[src/inc/iacr_pkg.sv]
// shared constants, register map and carrier types of the afe config bank
package iacr_pkg;
  // register addresses on the serial port
  localparam logic [6:0] ADDR_ANALOG_SETUP = 7'h04;
  localparam logic [6:0] ADDR_SAMPLING_SRC = 7'h05;
  localparam logic [6:0] ADDR_SOFT_RESET = 7'h06;
  localparam logic [6:0] ADDR_REVISION = 7'h07;
  localparam logic [6:0] ADDR_RED1_GAIN = 7'h08;
  localparam logic [6:0] ADDR_RED1_COARSE = 7'h09;
  localparam logic [6:0] ADDR_RED1_FINE_HI = 7'h0a;
  localparam logic [6:0] ADDR_RED1_FINE_LO = 7'h0b;
  localparam logic [6:0] ADDR_RED2_GAIN = 7'h0c;
  // reset values
  localparam logic [7:0] RST_ANALOG_SETUP = 8'h83;
  localparam logic [7:0] RST_SAMPLING_SRC = 8'hf7;
  localparam logic [7:0] RST_GAIN = 8'h00;
  localparam logic [4:0] RST_COARSE = 5'h10;
  localparam logic [7:0] RST_FINE_HI = 8'h80;
  localparam logic [2:0] RST_FINE_LO = 3'h0;
  // field positions
  localparam int ASC_DIVIDER = 7;
  localparam int ASC_REF_PD = 6;
  localparam int ASC_CLAMP_EDGE = 5;
  localparam int ASC_DIG_EDGE = 4;
  localparam int ASC_RANGE_HI = 3;
  localparam int ASC_RANGE_LO = 2;
  localparam int ASC_SH3_DIS = 1;
  localparam int ASC_DOUBLER = 0;
  localparam int SSC_DLL_SRC = 7;
  localparam int SRC_FSM_RESET = 1;
  localparam int SRC_REG_RESET = 0;
  localparam int FINE_LO_MSB = 7;
  localparam int FINE_LO_LSB = 5;
  // clock range codes
  localparam logic [1:0] RANGE_40_65 = 2'h0;
  localparam logic [1:0] RANGE_20_40 = 2'h1;
  // gain law numerator
  localparam logic [8:0] GAIN_NUMERATOR = 9'h11b;
  // serial frame: rw bit, 7 address bits, 8 data bits, msb first
  localparam logic [4:0] HEAD_BITS = 5'h08;
  localparam logic [4:0] FRAME_BITS = 5'h10;

  typedef enum logic [1:0]
  {
    SER_IDLE = 2'b00,
    SER_HEAD = 2'b01,
    SER_DATA = 2'b11
  } iacr_ser_state_t;

  typedef enum logic [1:0]
  {
    SEQ_HALT = 2'b00,
    SEQ_PH1 = 2'b01,
    SEQ_PH2 = 2'b11
  } iacr_seq_state_t;

  typedef struct packed
  {
    logic wr;
    logic rd;
    logic [6:0] addr;
    logic [7:0] wdata;
  } iacr_req_t;

  typedef struct packed
  {
    logic divider_en;
    logic ref_buf_pd;
    logic clamp_edge_fall;
    logic dig_edge_fall;
    logic [1:0] clock_range;
    logic sh3_disable;
    logic doubler;
    logic dll_source;
    logic [7:0] red1_gain;
    logic [4:0] red1_coarse;
    logic [10:0] red1_fine;
    logic [7:0] red2_gain;
  } iacr_cfg_t;
endpackage : iacr_pkg

[src/iacr_serial_port.sv]
// four-wire serial slave: frames bits into register requests
`timescale 1ns/1ps
module iacr_serial_port
(
  input wire logic clock_i,
  input wire logic rst_n_i,
  input wire logic sclk_i,
  input wire logic sen_n_i,
  input wire logic sdi_i,
  output logic sdo_o,
  output logic sdo_oe_o,
  output iacr_pkg::iacr_req_t req_o,
  input wire logic [7:0] rdata_i
);
  import iacr_pkg::*;

  logic [2:0] sync_a;
  logic [2:0] sync_b;
  logic sclk_d;
  logic [4:0] bit_cnt;
  logic [15:0] shreg;
  logic [7:0] out_sh;
  logic load_pend;
  iacr_ser_state_t state;
  logic sclk_rise;
  logic sclk_fall;
  logic in_frame;

  // two-stage synchronisers; first stage feeds only the second
  always_ff @(posedge clock_i or negedge rst_n_i)
  begin
    if (!rst_n_i)
    begin
      // idle levels: serial clock low, enable high, data low, so no false edge
      sync_a <= 3'h2;
      sync_b <= 3'h2;
      sclk_d <= 1'b0;
    end
    else
    begin
      sync_a <= {sclk_i, sen_n_i, sdi_i};
      sync_b <= sync_a;
      sclk_d <= sync_b[2];
    end
  end

  assign sclk_rise = sync_b[2] & ~sclk_d;
  assign sclk_fall = ~sync_b[2] & sclk_d;
  assign in_frame = ~sync_b[1];

  // frame state and bit counting; enable high aborts any frame
  always_ff @(posedge clock_i or negedge rst_n_i)
  begin
    if (!rst_n_i)
    begin
      state <= SER_IDLE;
      bit_cnt <= 5'h00;
      shreg <= 16'h0000;
    end
    else if (!in_frame)
    begin
      state <= SER_IDLE;
      bit_cnt <= 5'h00;
    end
    else if (sclk_rise && bit_cnt != FRAME_BITS)
    begin
      shreg <= {shreg[14:0], sync_b[0]};
      bit_cnt <= bit_cnt + 5'h01;
      state <= (bit_cnt + 5'h01 >= HEAD_BITS) ? SER_DATA : SER_HEAD;
    end
    else if (state == SER_IDLE)
    begin
      state <= SER_HEAD;
    end
  end

  // request strobes: read after the header, write after the last bit
  always_ff @(posedge clock_i or negedge rst_n_i)
  begin
    if (!rst_n_i)
    begin
      req_o <= '0;
    end
    else
    begin
      req_o.rd <= in_frame && state == SER_HEAD && sclk_rise
        && bit_cnt == HEAD_BITS - 5'h01 && shreg[6];
      req_o.wr <= in_frame && state == SER_DATA && sclk_rise
        && bit_cnt == FRAME_BITS - 5'h01 && !shreg[14];
      // address held from the header on, so the read mux and the write see it
      if (in_frame && sclk_rise && bit_cnt == HEAD_BITS - 5'h01)
        req_o.addr <= {shreg[5:0], sync_b[0]};
      req_o.wdata <= {shreg[6:0], sync_b[0]};
    end
  end

  // read data out, shifted on falling edges after each data bit
  always_ff @(posedge clock_i or negedge rst_n_i)
  begin
    if (!rst_n_i)
    begin
      out_sh <= 8'h00;
      load_pend <= 1'b0;
      sdo_oe_o <= 1'b0;
    end
    else
    begin
      load_pend <= req_o.rd;
      if (!in_frame)
        sdo_oe_o <= 1'b0;
      else if (load_pend)
        sdo_oe_o <= 1'b1;
      if (load_pend)
        out_sh <= rdata_i;
      else if (sclk_fall && bit_cnt > HEAD_BITS)
        out_sh <= {out_sh[6:0], 1'b0};
    end
  end

  assign sdo_o = out_sh[7];
endmodule : iacr_serial_port

[src/iacr_top.sv]
// configuration register bank and timing front of a six-channel imaging afe
`timescale 1ns/1ps
module iacr_top
#(
  parameter int DIG_W = 4,
  // arbitrary revision value, not tied to any silicon
  parameter logic [7:0] REVISION_CODE = 8'h5c
)
(
  input wire logic clock_i,
  input wire logic rst_n_i,
  input wire logic sclk_i,
  input wire logic sen_n_i,
  input wire logic sdi_i,
  output logic sdo_o,
  output logic sdo_oe_o,
  input wire logic mclk_i,
  input wire logic clamp_input_i,
  input wire logic [DIG_W-1:0] dig_in_i,
  input wire logic [1:0] sample_pulse_pins_i,
  output iacr_pkg::iacr_cfg_t cfg_o,
  output logic [8:0] gain_divisor_o,
  output logic clamp_sample_o,
  output logic [DIG_W-1:0] dig_sample_o,
  output logic converter_clock_en_o,
  output logic serial_tx_clock_en_o,
  output logic [1:0] sample_clk_o,
  output logic third_sample_hold_variant_o,
  output logic fsm_reset_o
);
  import iacr_pkg::*;

  iacr_req_t req;
  logic [7:0] rdata;
  logic [7:0] analog_setup_config;
  logic [7:0] sampling_source_config;
  logic [7:0] red1_pga_gain;
  logic [4:0] red1_coarse_offset;
  logic [7:0] red1_fine_offset_high;
  logic [2:0] red1_fine_offset_low;
  logic [7:0] red2_pga_gain;
  logic soft_fsm_pulse;
  logic soft_reg_pulse;
  logic fsm_clear;
  logic [DIG_W+3:0] pin_s1;
  logic [DIG_W+3:0] pin_s2;
  logic mclk_d;
  logic mclk_rise;
  logic mclk_fall;
  logic clamp_edge;
  logic dig_edge;
  logic conv_tick;
  logic [1:0] pins_d;
  iacr_seq_state_t seq_state;
  iacr_seq_state_t next_seq_state;

  // serial interface stays outside every soft reset
  iacr_serial_port u_serial
  (
    .clock_i(clock_i),
    .rst_n_i(rst_n_i),
    .sclk_i(sclk_i),
    .sen_n_i(sen_n_i),
    .sdi_i(sdi_i),
    .sdo_o(sdo_o),
    .sdo_oe_o(sdo_oe_o),
    .req_o(req),
    .rdata_i(rdata)
  );

  // soft reset writes become one-cycle pulses, nothing is stored
  always_ff @(posedge clock_i or negedge rst_n_i)
  begin
    if (!rst_n_i)
    begin
      soft_fsm_pulse <= 1'b0;
      soft_reg_pulse <= 1'b0;
    end
    else
    begin
      soft_fsm_pulse <= req.wr && req.addr == ADDR_SOFT_RESET
        && req.wdata[SRC_FSM_RESET];
      soft_reg_pulse <= req.wr && req.addr == ADDR_SOFT_RESET
        && req.wdata[SRC_REG_RESET];
    end
  end

  // a register reset also restarts the state machines
  assign fsm_clear = soft_fsm_pulse | soft_reg_pulse;
  assign fsm_reset_o = fsm_clear;

  // main configuration registers
  always_ff @(posedge clock_i or negedge rst_n_i)
  begin
    if (!rst_n_i)
    begin
      analog_setup_config <= RST_ANALOG_SETUP;
      sampling_source_config <= RST_SAMPLING_SRC;
    end
    else if (soft_reg_pulse)
    begin
      analog_setup_config <= RST_ANALOG_SETUP;
      sampling_source_config <= RST_SAMPLING_SRC;
    end
    else if (req.wr)
    begin
      if (req.addr == ADDR_ANALOG_SETUP)
        analog_setup_config <= req.wdata;
      // reserved low bits kept as written; host keeps them at default
      if (req.addr == ADDR_SAMPLING_SRC)
        sampling_source_config <= req.wdata;
    end
  end

  // red channel gain and offset groups
  always_ff @(posedge clock_i or negedge rst_n_i)
  begin
    if (!rst_n_i)
    begin
      red1_pga_gain <= RST_GAIN;
      red1_coarse_offset <= RST_COARSE;
      red1_fine_offset_high <= RST_FINE_HI;
      red1_fine_offset_low <= RST_FINE_LO;
      red2_pga_gain <= RST_GAIN;
    end
    else if (soft_reg_pulse)
    begin
      red1_pga_gain <= RST_GAIN;
      red1_coarse_offset <= RST_COARSE;
      red1_fine_offset_high <= RST_FINE_HI;
      red1_fine_offset_low <= RST_FINE_LO;
      red2_pga_gain <= RST_GAIN;
    end
    else if (req.wr)
    begin
      case (req.addr)
        ADDR_RED1_GAIN: red1_pga_gain <= req.wdata;
        ADDR_RED1_COARSE: red1_coarse_offset <= req.wdata[4:0];
        ADDR_RED1_FINE_HI: red1_fine_offset_high <= req.wdata;
        ADDR_RED1_FINE_LO: red1_fine_offset_low <= req.wdata[FINE_LO_MSB:FINE_LO_LSB];
        ADDR_RED2_GAIN: red2_pga_gain <= req.wdata;
        default: ;
      endcase
    end
  end

  // read mux; soft reset reads zero, revision ignores writes
  always_comb
  begin
    rdata = 8'h00;
    case (req.addr)
      ADDR_ANALOG_SETUP: rdata = analog_setup_config;
      ADDR_SAMPLING_SRC: rdata = sampling_source_config;
      ADDR_SOFT_RESET: rdata = 8'h00;
      ADDR_REVISION: rdata = REVISION_CODE;
      ADDR_RED1_GAIN: rdata = red1_pga_gain;
      ADDR_RED1_COARSE: rdata = {3'h0, red1_coarse_offset};
      ADDR_RED1_FINE_HI: rdata = red1_fine_offset_high;
      ADDR_RED1_FINE_LO: rdata = {red1_fine_offset_low, 5'h00};
      ADDR_RED2_GAIN: rdata = red2_pga_gain;
      default: rdata = 8'h00;
    endcase
  end

  // configuration fields out to the analog side
  always_comb
  begin
    cfg_o.divider_en = analog_setup_config[ASC_DIVIDER];
    cfg_o.ref_buf_pd = analog_setup_config[ASC_REF_PD];
    cfg_o.clamp_edge_fall = analog_setup_config[ASC_CLAMP_EDGE];
    cfg_o.dig_edge_fall = analog_setup_config[ASC_DIG_EDGE];
    cfg_o.clock_range = analog_setup_config[ASC_RANGE_HI:ASC_RANGE_LO];
    cfg_o.sh3_disable = analog_setup_config[ASC_SH3_DIS];
    cfg_o.doubler = analog_setup_config[ASC_DOUBLER];
    cfg_o.dll_source = sampling_source_config[SSC_DLL_SRC];
    cfg_o.red1_gain = red1_pga_gain;
    cfg_o.red1_coarse = red1_coarse_offset;
    cfg_o.red1_fine = {red1_fine_offset_high, red1_fine_offset_low};
    cfg_o.red2_gain = red2_pga_gain;
  end

  // variant enable is active when the disable bit is clear
  assign third_sample_hold_variant_o = ~analog_setup_config[ASC_SH3_DIS];

  // gain divisor, a registered data output
  always_ff @(posedge clock_i or negedge rst_n_i)
  begin
    if (!rst_n_i)
      gain_divisor_o <= GAIN_NUMERATOR;
    else
      gain_divisor_o <= GAIN_NUMERATOR - {1'b0, red1_pga_gain};
  end

  // pin synchronisers for master clock, clamp, digital and pulse pins
  always_ff @(posedge clock_i or negedge rst_n_i)
  begin
    if (!rst_n_i)
    begin
      pin_s1 <= '0;
      pin_s2 <= '0;
    end
    else
    begin
      pin_s1 <= {sample_pulse_pins_i, dig_in_i, clamp_input_i, mclk_i};
      pin_s2 <= pin_s1;
    end
  end

  // master clock edge finder; the state machine reset loads the same level as normal operation
  always_ff @(posedge clock_i or negedge rst_n_i)
  begin
    if (!rst_n_i)
      mclk_d <= 1'b0;
    else if (fsm_clear)
      mclk_d <= pin_s2[0];
    else
      mclk_d <= pin_s2[0];
  end

  assign mclk_rise = pin_s2[0] & ~mclk_d;
  assign mclk_fall = ~pin_s2[0] & mclk_d;
  assign clamp_edge = cfg_o.clamp_edge_fall ? mclk_fall : mclk_rise;
  assign dig_edge = cfg_o.dig_edge_fall ? mclk_fall : mclk_rise;

  // input capture on the chosen master clock edges
  always_ff @(posedge clock_i or negedge rst_n_i)
  begin
    if (!rst_n_i)
    begin
      clamp_sample_o <= 1'b0;
      dig_sample_o <= '0;
    end
    else if (fsm_clear)
    begin
      clamp_sample_o <= 1'b0;
      dig_sample_o <= '0;
    end
    else
    begin
      if (clamp_edge)
        clamp_sample_o <= pin_s2[1];
      if (dig_edge)
        dig_sample_o <= pin_s2[DIG_W+1:2];
    end
  end

  // doubler ticks on both master edges, else on the rising one only;
  // the sampled clock limits the doubled rate to well below clock_i
  assign conv_tick = cfg_o.doubler ? (mclk_rise | mclk_fall) : mclk_rise;

  // one tick feeds both enables so they can never drift apart
  always_ff @(posedge clock_i or negedge rst_n_i)
  begin
    if (!rst_n_i)
    begin
      converter_clock_en_o <= 1'b0;
      serial_tx_clock_en_o <= 1'b0;
    end
    else
    begin
      converter_clock_en_o <= conv_tick & ~fsm_clear;
      serial_tx_clock_en_o <= conv_tick & ~fsm_clear;
    end
  end

  // internal sampling sequencer: two phases per pixel, so the
  // converter rate is twice the pixel rate in six-channel mode
  always_comb
  begin
    next_seq_state = seq_state;
    case (seq_state)
      SEQ_HALT: if (cfg_o.dll_source) next_seq_state = SEQ_PH1;
      SEQ_PH1: if (!cfg_o.dll_source) next_seq_state = SEQ_HALT;
        else if (conv_tick) next_seq_state = SEQ_PH2;
      SEQ_PH2: if (!cfg_o.dll_source) next_seq_state = SEQ_HALT;
        else if (conv_tick) next_seq_state = SEQ_PH1;
      default: next_seq_state = SEQ_HALT;
    endcase
  end

  always_ff @(posedge clock_i or negedge rst_n_i)
  begin
    if (!rst_n_i)
      seq_state <= SEQ_HALT;
    else if (fsm_clear)
      seq_state <= SEQ_HALT;
    else
      seq_state <= next_seq_state;
  end

  // sampling clock source select
  always_ff @(posedge clock_i or negedge rst_n_i)
  begin
    if (!rst_n_i)
    begin
      pins_d <= 2'h0;
      sample_clk_o <= 2'h0;
    end
    else
    begin
      pins_d <= pin_s2[DIG_W+3:DIG_W+2];
      if (cfg_o.dll_source)
        sample_clk_o <= {seq_state == SEQ_PH2, seq_state == SEQ_PH1};
      else
        sample_clk_o <= pins_d;
    end
  end
endmodule : iacr_top

[config.mk]
export PLATFORM = sky130hd
export DESIGN_NAME = iacr_top
export DESIGN_NICKNAME = d
export VERILOG_FILES = /design/src/inc/iacr_pkg.sv /design/src/iacr_serial_port.sv /design/src/iacr_top.sv
export SDC_FILE = /design/constraint.sdc
export NUM_CORES = 1
export LEC_CHECK = 0
export ABC_AREA = 1
export BUFFER_PORTS_ARGS = -buffer_cell sky130_fd_sc_hd__buf_2
export CAP_MARGIN = 25
export CORE_MARGIN = 3
export CORE_UTILIZATION = 50
export DETAILED_ROUTE_END_ITERATION = 10
export PLACE_DENSITY_LB_ADDON = 0.05
export SLEW_MARGIN = 15
export SYNTH_ARGS = -nofsm -noshare
export SYNTH_HDL_FRONTEND = slang
export SYNTH_HIERARCHICAL = 1
export SYNTH_SLANG_ARGS = --single-unit
[constraint.sdc]
create_clock -name clock_i -period 1.6 [get_ports clock_i]
set_input_delay 0.24 -clock clock_i [delete_from_list [all_inputs] [get_ports clock_i]]
set_output_delay 0.24 -clock clock_i [all_outputs]
set_load 0.005 [all_outputs]
==> results of run 1 <==
==> cell families (layout without fill, tap and decap cells) <==
| logic type | Yosys count | after routing |
|---|---|---|
| and+or+nand+nor | 359 | 361 |
| buffers and inverters | 85 | 211 |
| adders and majority gates | 6 | 6 |
| DFF | 144 | 144 |
| xor gates and xnor gates | 4 | 4 |
| AOI/OAI and AO/OA | 69 | 69 |
==> per-stage QoR <==
| step | cell area [sq um] | cells |
|---|---|---|
| 4_1_cts | 7590 | 950 |
| 6_report | 7830 | 963 |
| 3_3_place_gp | 6870 | 905 |
| 5_1_grt | 7830 | 963 |
| 3_5_place_dp | 6870 | 905 |
| 2_1_floorplan | 6300 | 667 |
==> cells in the mapped netlist (4+ instances only) <==
library cell / count
dfstp_2: 19
o21ai_2: 11
nand2_1: 165
inv_1: 55
nand3_4: 7
nand2_2: 8
buf_1: 4
or2_2: 6
ha_1: 6
inv_2: 7
dfrtp_1: 125
buf_6: 9
nor2_1: 53
o21ai_1: 24
nand4_1: 4
o21ai_0: 28
nand3_1: 100
nor2_4: 7
==> cell usage in the layout (no fill, tap or decap), drive strengths merged <==
cell type / count
nand4: 4
dfstp: 19
nor2: 65
ha: 6
o211ai: 1
nand3: 109
nor3: 3
inv: 64
xnor2: 1
clkinv: 5
clkinvlp: 3
dlygate4sd3: 12
or2: 6
dfrtp: 125
o22ai: 2
a21oi: 3
o21ai: 63
xor2: 3
bufinv: 3
nand2: 174
clkbuf: 21
buf: 103
==> how the worst max path moves through the flow <==
stage                                         start                             end  slack, ns  cells past startpoint
CTS                        soft_reg_pulse$_DFF_PN0_                     fsm_reset_o       0.01                      4
detailed placement  u_serial/bit_cnt[0]$_DFFE_PN0P_  u_serial/out_sh[3]$_DFFE_PN0P_       0.10                      9
finish               u_serial/req_o[12]$_DFFE_PN0P_  u_serial/out_sh[0]$_DFFE_PN0P_       0.08                     11
global route         u_serial/req_o[12]$_DFFE_PN0P_  u_serial/out_sh[3]$_DFFE_PN0P_      -0.04                     13
floorplan            u_serial/req_o[12]$_DFFE_PN0P_  u_serial/out_sh[2]$_DFFE_PN0P_       0.15                     13
global placement     u_serial/req_o[11]$_DFFE_PN0P_  u_serial/out_sh[7]$_DFFE_PN0P_       0.13                     11
==> routing by layer <==
metal	track usage, %	part of all wire (%)
met1	29.7	45
met2	32.5	48
met3	4.69	4.9
met4	7.11	1.6
met5	0	0
==> registers in the layout, summed over array words and instances, names as in the netlist, 3 cells and up <==
signal and count:
analog_setup_config 8, dig_sample_o 4, gain_divisor_o 9, pin_s1 8
pin_s2 8, red1_coarse_offset 5, red1_fine_offset_high 8, red1_fine_offset_low 3
red1_pga_gain 8, red2_pga_gain 8, sampling_source_config 8, u_serial/bit_cnt 5
u_serial/out_sh 8, u_serial/req_o 17, u_serial/shreg 15, u_serial/sync_a 3
u_serial/sync_b 3
==> final cells by class <==
class                   count  area (sq um)
fillers                  1028          4330
flip-flops and latches    144          3630
multi-input cells         440          2330
repair buffers            117           823
clock buffers              19           433
inverters                  62           233
well taps                 168           210
clock inverters            13           163
==> power by group through the flow <==
| stage | clock network (mW) | registers [mW] | logic (mW) |
|---|---|---|---|
| floorplan | 0 | 3.92 | 0.203 |
| global placement | 0 | 3.94 | 0.426 |
| detailed placement | 0 | 3.95 | 0.430 |
| CTS | 4.03 | 3.89 | 0.455 |
| global route | 4.20 | 3.91 | 0.507 |
| finish | 3.95 | 3.89 | 0.451 |
==> worst register-to-register path: cells and delay by family, from the launching register on <==
family,cells,cell delay [ns]
buffers and inverters,3,0.32
and+or+nand+nor,8,0.76
DFF,1,0.37
==> timing repair <==
item / CTS / global route
setup buffers: 1 / 8
hold buffers: 12 / 0
pin swaps: 0 / 8
hold endpoints to repair: 41 / 0
gates resized for setup: 2 / 30
endpoints found under the setup margin: 1 / 19
gates cloned: 0 / 5
==> results.sh, run 1 <==
export IMPL_avgSynthCellArea_sq_um=9.44
export IMPL_drt_total_wl_um=14200
export IMPL_synthArstFlopShare_pct=100
export IMPL_cp_end_kind="register"
export IMPL_power_share_clock_pct=47.6
export IMPL_place_gp_congestion=0.886
export IMPL_rrSetupSlack_ns=0.08
export IMPL_cp_start_kind="register"
export IMPL_fin_crit_ns=1.52
export IMPL_path_cells="inv_1 -> nand2_2 -> nor2_4 -> buf_4 -> buf_12 -> nand2_2 -> nor2_1 -> nor2_1 -> nand2_1 -> nand2_1 -> nand2_1"
export IMPL_netlist_top_cells_area="dfrtp_1, nand2_1, nand3_1"
export IMPL_drv_cap=0
export IMPL_netSwitchingFraction_pct=22.9
export IMPL_tightest_slew_ns=0.538
export IMPL_synth_area_sq_um=6300
export IMPL_synthSimpleGateAreaFrac_pct=27.6
export IMPL_grt_antenna_before_repair=0
export IMPL_drt_iter0_drc=341
export IMPL_cts_tree="yes"
export IMPL_synth_ff_type="dfrtp_1"
export IMPL_max_freq_ghz=0.660
export IMPL_crit_slowest_cell="dfrtp_1"
export IMPL_synth_compound_area_share_pct=6.22
export IMPL_total_power_mw=8.28
export IMPL_start_util_pct=51.8
export IMPL_p_leak_nw=3.95
export IMPL_num_antenna_cells=0
export IMPL_vias=4848
export IMPL_fin_skew_ns=0.00664
export IMPL_cp_num_buf_inv=3
export IMPL_seq_area_frac_synth_pct=57.6
export IMPL_netlist_area_leader_share_pct=49.7
export IMPL_synth_area_leader_cell="dfrtp_1"
export IMPL_p_seq_share_pct=46.9
export IMPL_crit_path_frequent_cell="nand2_1"
export IMPL_cts_buffer_depth=2
export IMPL_pwr_share_comb_pct=5.4
export IMPL_ioPinCount=76
export IMPL_post_place_ws_ns=0.103
export IMPL_r2r_start="u_serial/req_o[12]$_DFFE_PN0P_"
export IMPL_grt_usage_pct=21.1
export IMPL_yosysWarnings=6
export IMPL_clk_latency_ns=0.42
export IMPL_synthXorXnorAreaFrac_pct=0.556
export IMPL_wl_per_cell_um=14.8
export IMPL_portBuffers=75
export IMPL_worst_slack_ns=0.0847
export IMPL_synth_cell_types=32
export IMPL_hold_viol_final=0
export IMPL_hold_class="primary input to async pin"
export IMPL_synth_mux_area_share_pct=0
export IMPL_grt_pass1_wl_um=23200
export IMPL_die_width_um=118
export IMPL_dr_pass1_iters=5
export IMPL_arrival_ns=1.87
export IMPL_die_h_um=118
export IMPL_slew_viol_final=0
export IMPL_setup_tns_ns=0
export IMPL_power_density_nw_per_um2=1060
export IMPL_fin_nets=801
export IMPL_drc=0
export IMPL_clockRootBuffer="clkbuf_16"
export IMPL_core_area_sq_um=12200
export IMPL_setup_viol=0
export IMPL_whs_ns=0.274
export IMPL_finalCoreUtilization_pct=64.4
export IMPL_cp_max_fo=8
export IMPL_syn_inst=667
export IMPL_die_area_sq_um=14000
export IMPL_reg2reg_depth=11
export IMPL_ys_ff_latch=144
export IMPL_syn_to_final_growth_pct=24.3
export IMPL_htreeDepth=4
export IMPL_fp_row_count=40
export IMPL_clock_sinks=144
export IMPL_grt_max_degree=51
export IMPL_dpl_hpwl_um=9740
export IMPL_synth_edff_count=0
export IMPL_rsz0062_at_grt="yes"
export IMPL_postRouteAntennaNets=0
export IMPL_min_period_over_period_pct=94.7
export IMPL_worst_ep_required_time_ns=1.95
export IMPL_rr_endpoint="u_serial/out_sh[0]$_DFFE_PN0P_"
export IMPL_p_int_mw=6.39
export IMPL_synth_adder_area_share_pct=1.19
export IMPL_viasPerCell=5.03
export IMPL_syn_nets=686
export IMPL_gr_total_overflow=0
export IMPL_grt_pass1_vias=4469
export IMPL_path_class="register to register"
export IMPL_drive_gt1_share_pct=28.8
export IMPL_cpPeakStageDelay_ns=0.37
export IMPL_slew_headroom_pct=64.0
export IMPL_ir_drop_mv=0.746
export IMPL_path_clk_slew_ns=0.06
export IMPL_p_sw_mw=1.90
export IMPL_crit_family="simple AND/OR/NAND/NOR gates"
export IMPL_synth_top_family_by_area="simple AND/OR/NAND/NOR gates"
export IMPL_numCtsBuffers=17
export IMPL_status="completed"
Note: power is estimated with default switching activity, not from simulation.
==> run 2: changes to the inputs <==
- MAX_ROUTING_LAYER: unset -> met4
==> run 2 against run 1 <==
  * Die area unchanged
  * Clock power about the same
  * Flip-flop and latch count unchanged
  * Hold slack got worse by 0.0015 ns
  * Maximum frequency increased by 0.96%
  * Global-route usage increased by 0.61 points
==> results.sh, run 2 (synthesized netlist as in run 1, its figures left out) <==
export IMPL_reg2reg_depth=11
export IMPL_viasPerCell=5.03
export IMPL_grt_usage_pct=21.7
export IMPL_slew_viol_final=0
export IMPL_grt_pass1_vias=4468
export IMPL_finalCoreUtilization_pct=64.4
export IMPL_dpl_hpwl_um=9740
export IMPL_cp_num_buf_inv=3
export IMPL_crit_family="simple AND/OR/NAND/NOR gates"
export IMPL_cts_buffer_depth=2
export IMPL_power_density_nw_per_um2=1060
export IMPL_hold_viol_final=0
export IMPL_crit_slowest_cell="dfrtp_1"
export IMPL_cp_start_kind="register"
export IMPL_postRouteAntennaNets=0
export IMPL_core_area_sq_um=12200
export IMPL_r2r_start="u_serial/req_o[12]$_DFFE_PN0P_"
export IMPL_pwr_share_comb_pct=5.5
export IMPL_grtUsageMet2_pct=32.4
export IMPL_htreeDepth=4
export IMPL_largest_reg_flops=17
export IMPL_rrSetupSlack_ns=0.1
export IMPL_p_sw_mw=1.90
export IMPL_rr_endpoint="u_serial/out_sh[0]$_DFFE_PN0P_"
export IMPL_syn_to_final_growth_pct=24.3
export IMPL_top_register="u_serial/req_o"
export IMPL_vias=4847
export IMPL_status="completed"
export IMPL_globalRouteMet1Util_pct=29.7
export IMPL_clockRootBuffer="clkbuf_16"
export IMPL_cp_endpoint="u_serial/out_sh[0]$_DFFE_PN0P_"
export IMPL_wl_per_cell_um=14.8
export IMPL_ioPinCount=76
export IMPL_path_class="register to register"
export IMPL_cp_num_cells=11
export IMPL_path_cells="inv_1 -> nand2_2 -> nor2_4 -> buf_4 -> buf_12 -> nand2_2 -> nor2_1 -> nor2_1 -> nand2_1 -> nand2_1 -> nand2_1"
export IMPL_worst_ep_required_time_ns=1.95
export IMPL_die_area_sq_um=14000
export IMPL_fin_crit_ns=1.50
export IMPL_whs_ns=0.272
export IMPL_cts_tree="yes"
export IMPL_final_cell_mix="nand2_1, dfrtp_1, nand3_1, buf_2, inv_1"
export IMPL_crit_path_frequent_cell="nand2_1"
export IMPL_drt_total_wl_um=14200
export IMPL_num_antenna_cells=0
export IMPL_fin_nets=801
export IMPL_start_util_pct=51.8
export IMPL_cp_end_kind="register"
export IMPL_slew_headroom_pct=64.1
export IMPL_portBuffers=75
export IMPL_fin_cells=963
export IMPL_tightest_slew_ns=0.536
export IMPL_cp_max_fo=8
export IMPL_p_leak_nw=3.95
export IMPL_p_seq_share_pct=46.9
export IMPL_grt_antenna_before_repair=0
export IMPL_rsz0062_at_grt="yes"
export IMPL_clk_latency_ns=0.42
export IMPL_setup_tns_ns=0
export IMPL_fin_skew_ns=0.00752
export IMPL_path_clk_slew_ns=0.06
export IMPL_place_gp_congestion=0.900
export IMPL_clock_sinks=144
export IMPL_setup_viol=0
export IMPL_arrival_ns=1.86
export IMPL_numCtsBuffers=17
export IMPL_dr_pass1_iters=5
export IMPL_drive_gt1_share_pct=28.8
export IMPL_netSwitchingFraction_pct=22.9
export IMPL_drt_iter0_drc=347
export IMPL_grt_busiest_layer="met2"
export IMPL_min_period_over_period_pct=93.8
export IMPL_reg_top3="u_serial/req_o x17, u_serial/shreg x15, gain_divisor_o x9"
export IMPL_grt_max_degree=51
export IMPL_cpPeakStageDelay_ns=0.37
export IMPL_grt_pass1_wl_um=23300
export IMPL_p_int_mw=6.39
export IMPL_drv_cap=0
export IMPL_drc=0
export IMPL_gr_total_overflow=0
export IMPL_die_h_um=118
export IMPL_startpoint="u_serial/req_o[12]$_DFFE_PN0P_"
export IMPL_ir_drop_mv=0.744
export IMPL_post_place_cells=905
export IMPL_fp_row_count=40
export IMPL_power_share_clock_pct=47.6
export IMPL_mostFrequentLayoutCell="nand2_1"
export IMPL_met3_usage_pct=4.69
export IMPL_max_freq_ghz=0.666
export IMPL_hold_class="primary input to async pin"
export IMPL_die_width_um=118
## run 2: final cells by class
type / count / area [sq um]
Clock inverter: 13 / 163
Clock buffer: 19 / 433
Fill cell: 1028 / 4330
Timing Repair Buffer: 117 / 823
Inverter: 62 / 233
Tap cell: 168 / 210
Sequential cell: 144 / 3630
Multi-Input combinational cell: 440 / 2330
## run 2: power groups by stage
| stage | sequential (mW) | combinational, mW | clock (mW) |
|---|---|---|---|
| floorplan | 3.92 | 0.203 | 0 |
| global placement | 3.94 | 0.426 | 0 |
| detailed placement | 3.95 | 0.430 | 0 |
| CTS | 3.89 | 0.455 | 4.03 |
| global route | 3.91 | 0.507 | 4.20 |
| finish | 3.89 | 0.452 | 3.95 |
## run 2: stage by stage
stage               cell area, sq um  total power, mW  setup WS, ns
floorplan                       6300             4.12         0.151
global placement                6870             4.37         0.130
detailed placement              6870             4.38         0.103
CTS                             7590             8.37        0.0138
global route                    7830             8.62       -0.0388
finish                          7830             8.28        0.0992
## run 2: what timing repair did
action / 4_1_cts / 5_1_grt
pin swaps: 0 / 8
setup endpoints to repair: 1 / 19
cloned: 0 / 5
resized for setup: 2 / 30
hold endpoints to repair: 41 / 0
hold buffers: 12 / 0
buffers inserted: 1 / 8
## run 2: worst min path at each step
stage	cells past startpoint	end	start	slack, ns
global placement	1	gain_divisor_o[5]$_DFF_PN0_	rst_n_i	0.14
global route	2	gain_divisor_o[7]$_DFF_PN0_	rst_n_i	0.29
detailed placement	1	gain_divisor_o[5]$_DFF_PN0_	rst_n_i	0.15
floorplan	0	analog_setup_config[2]$_DFFE_PN0P_	rst_n_i	-0.06
finish	2	analog_setup_config[3]$_DFFE_PN0P_	rst_n_i	0.27
CTS	2	analog_setup_config[3]$_DFFE_PN0P_	rst_n_i	0.27
## run 2: layer usage
layer	part of all wire, %	vias to the layer above	wire length (um)
li1	-	2397	-
met1	45	2294	6420
met2	48	137	6880
met3	4.9	19	692
met4	1.5	0	219
met5	0	-	0
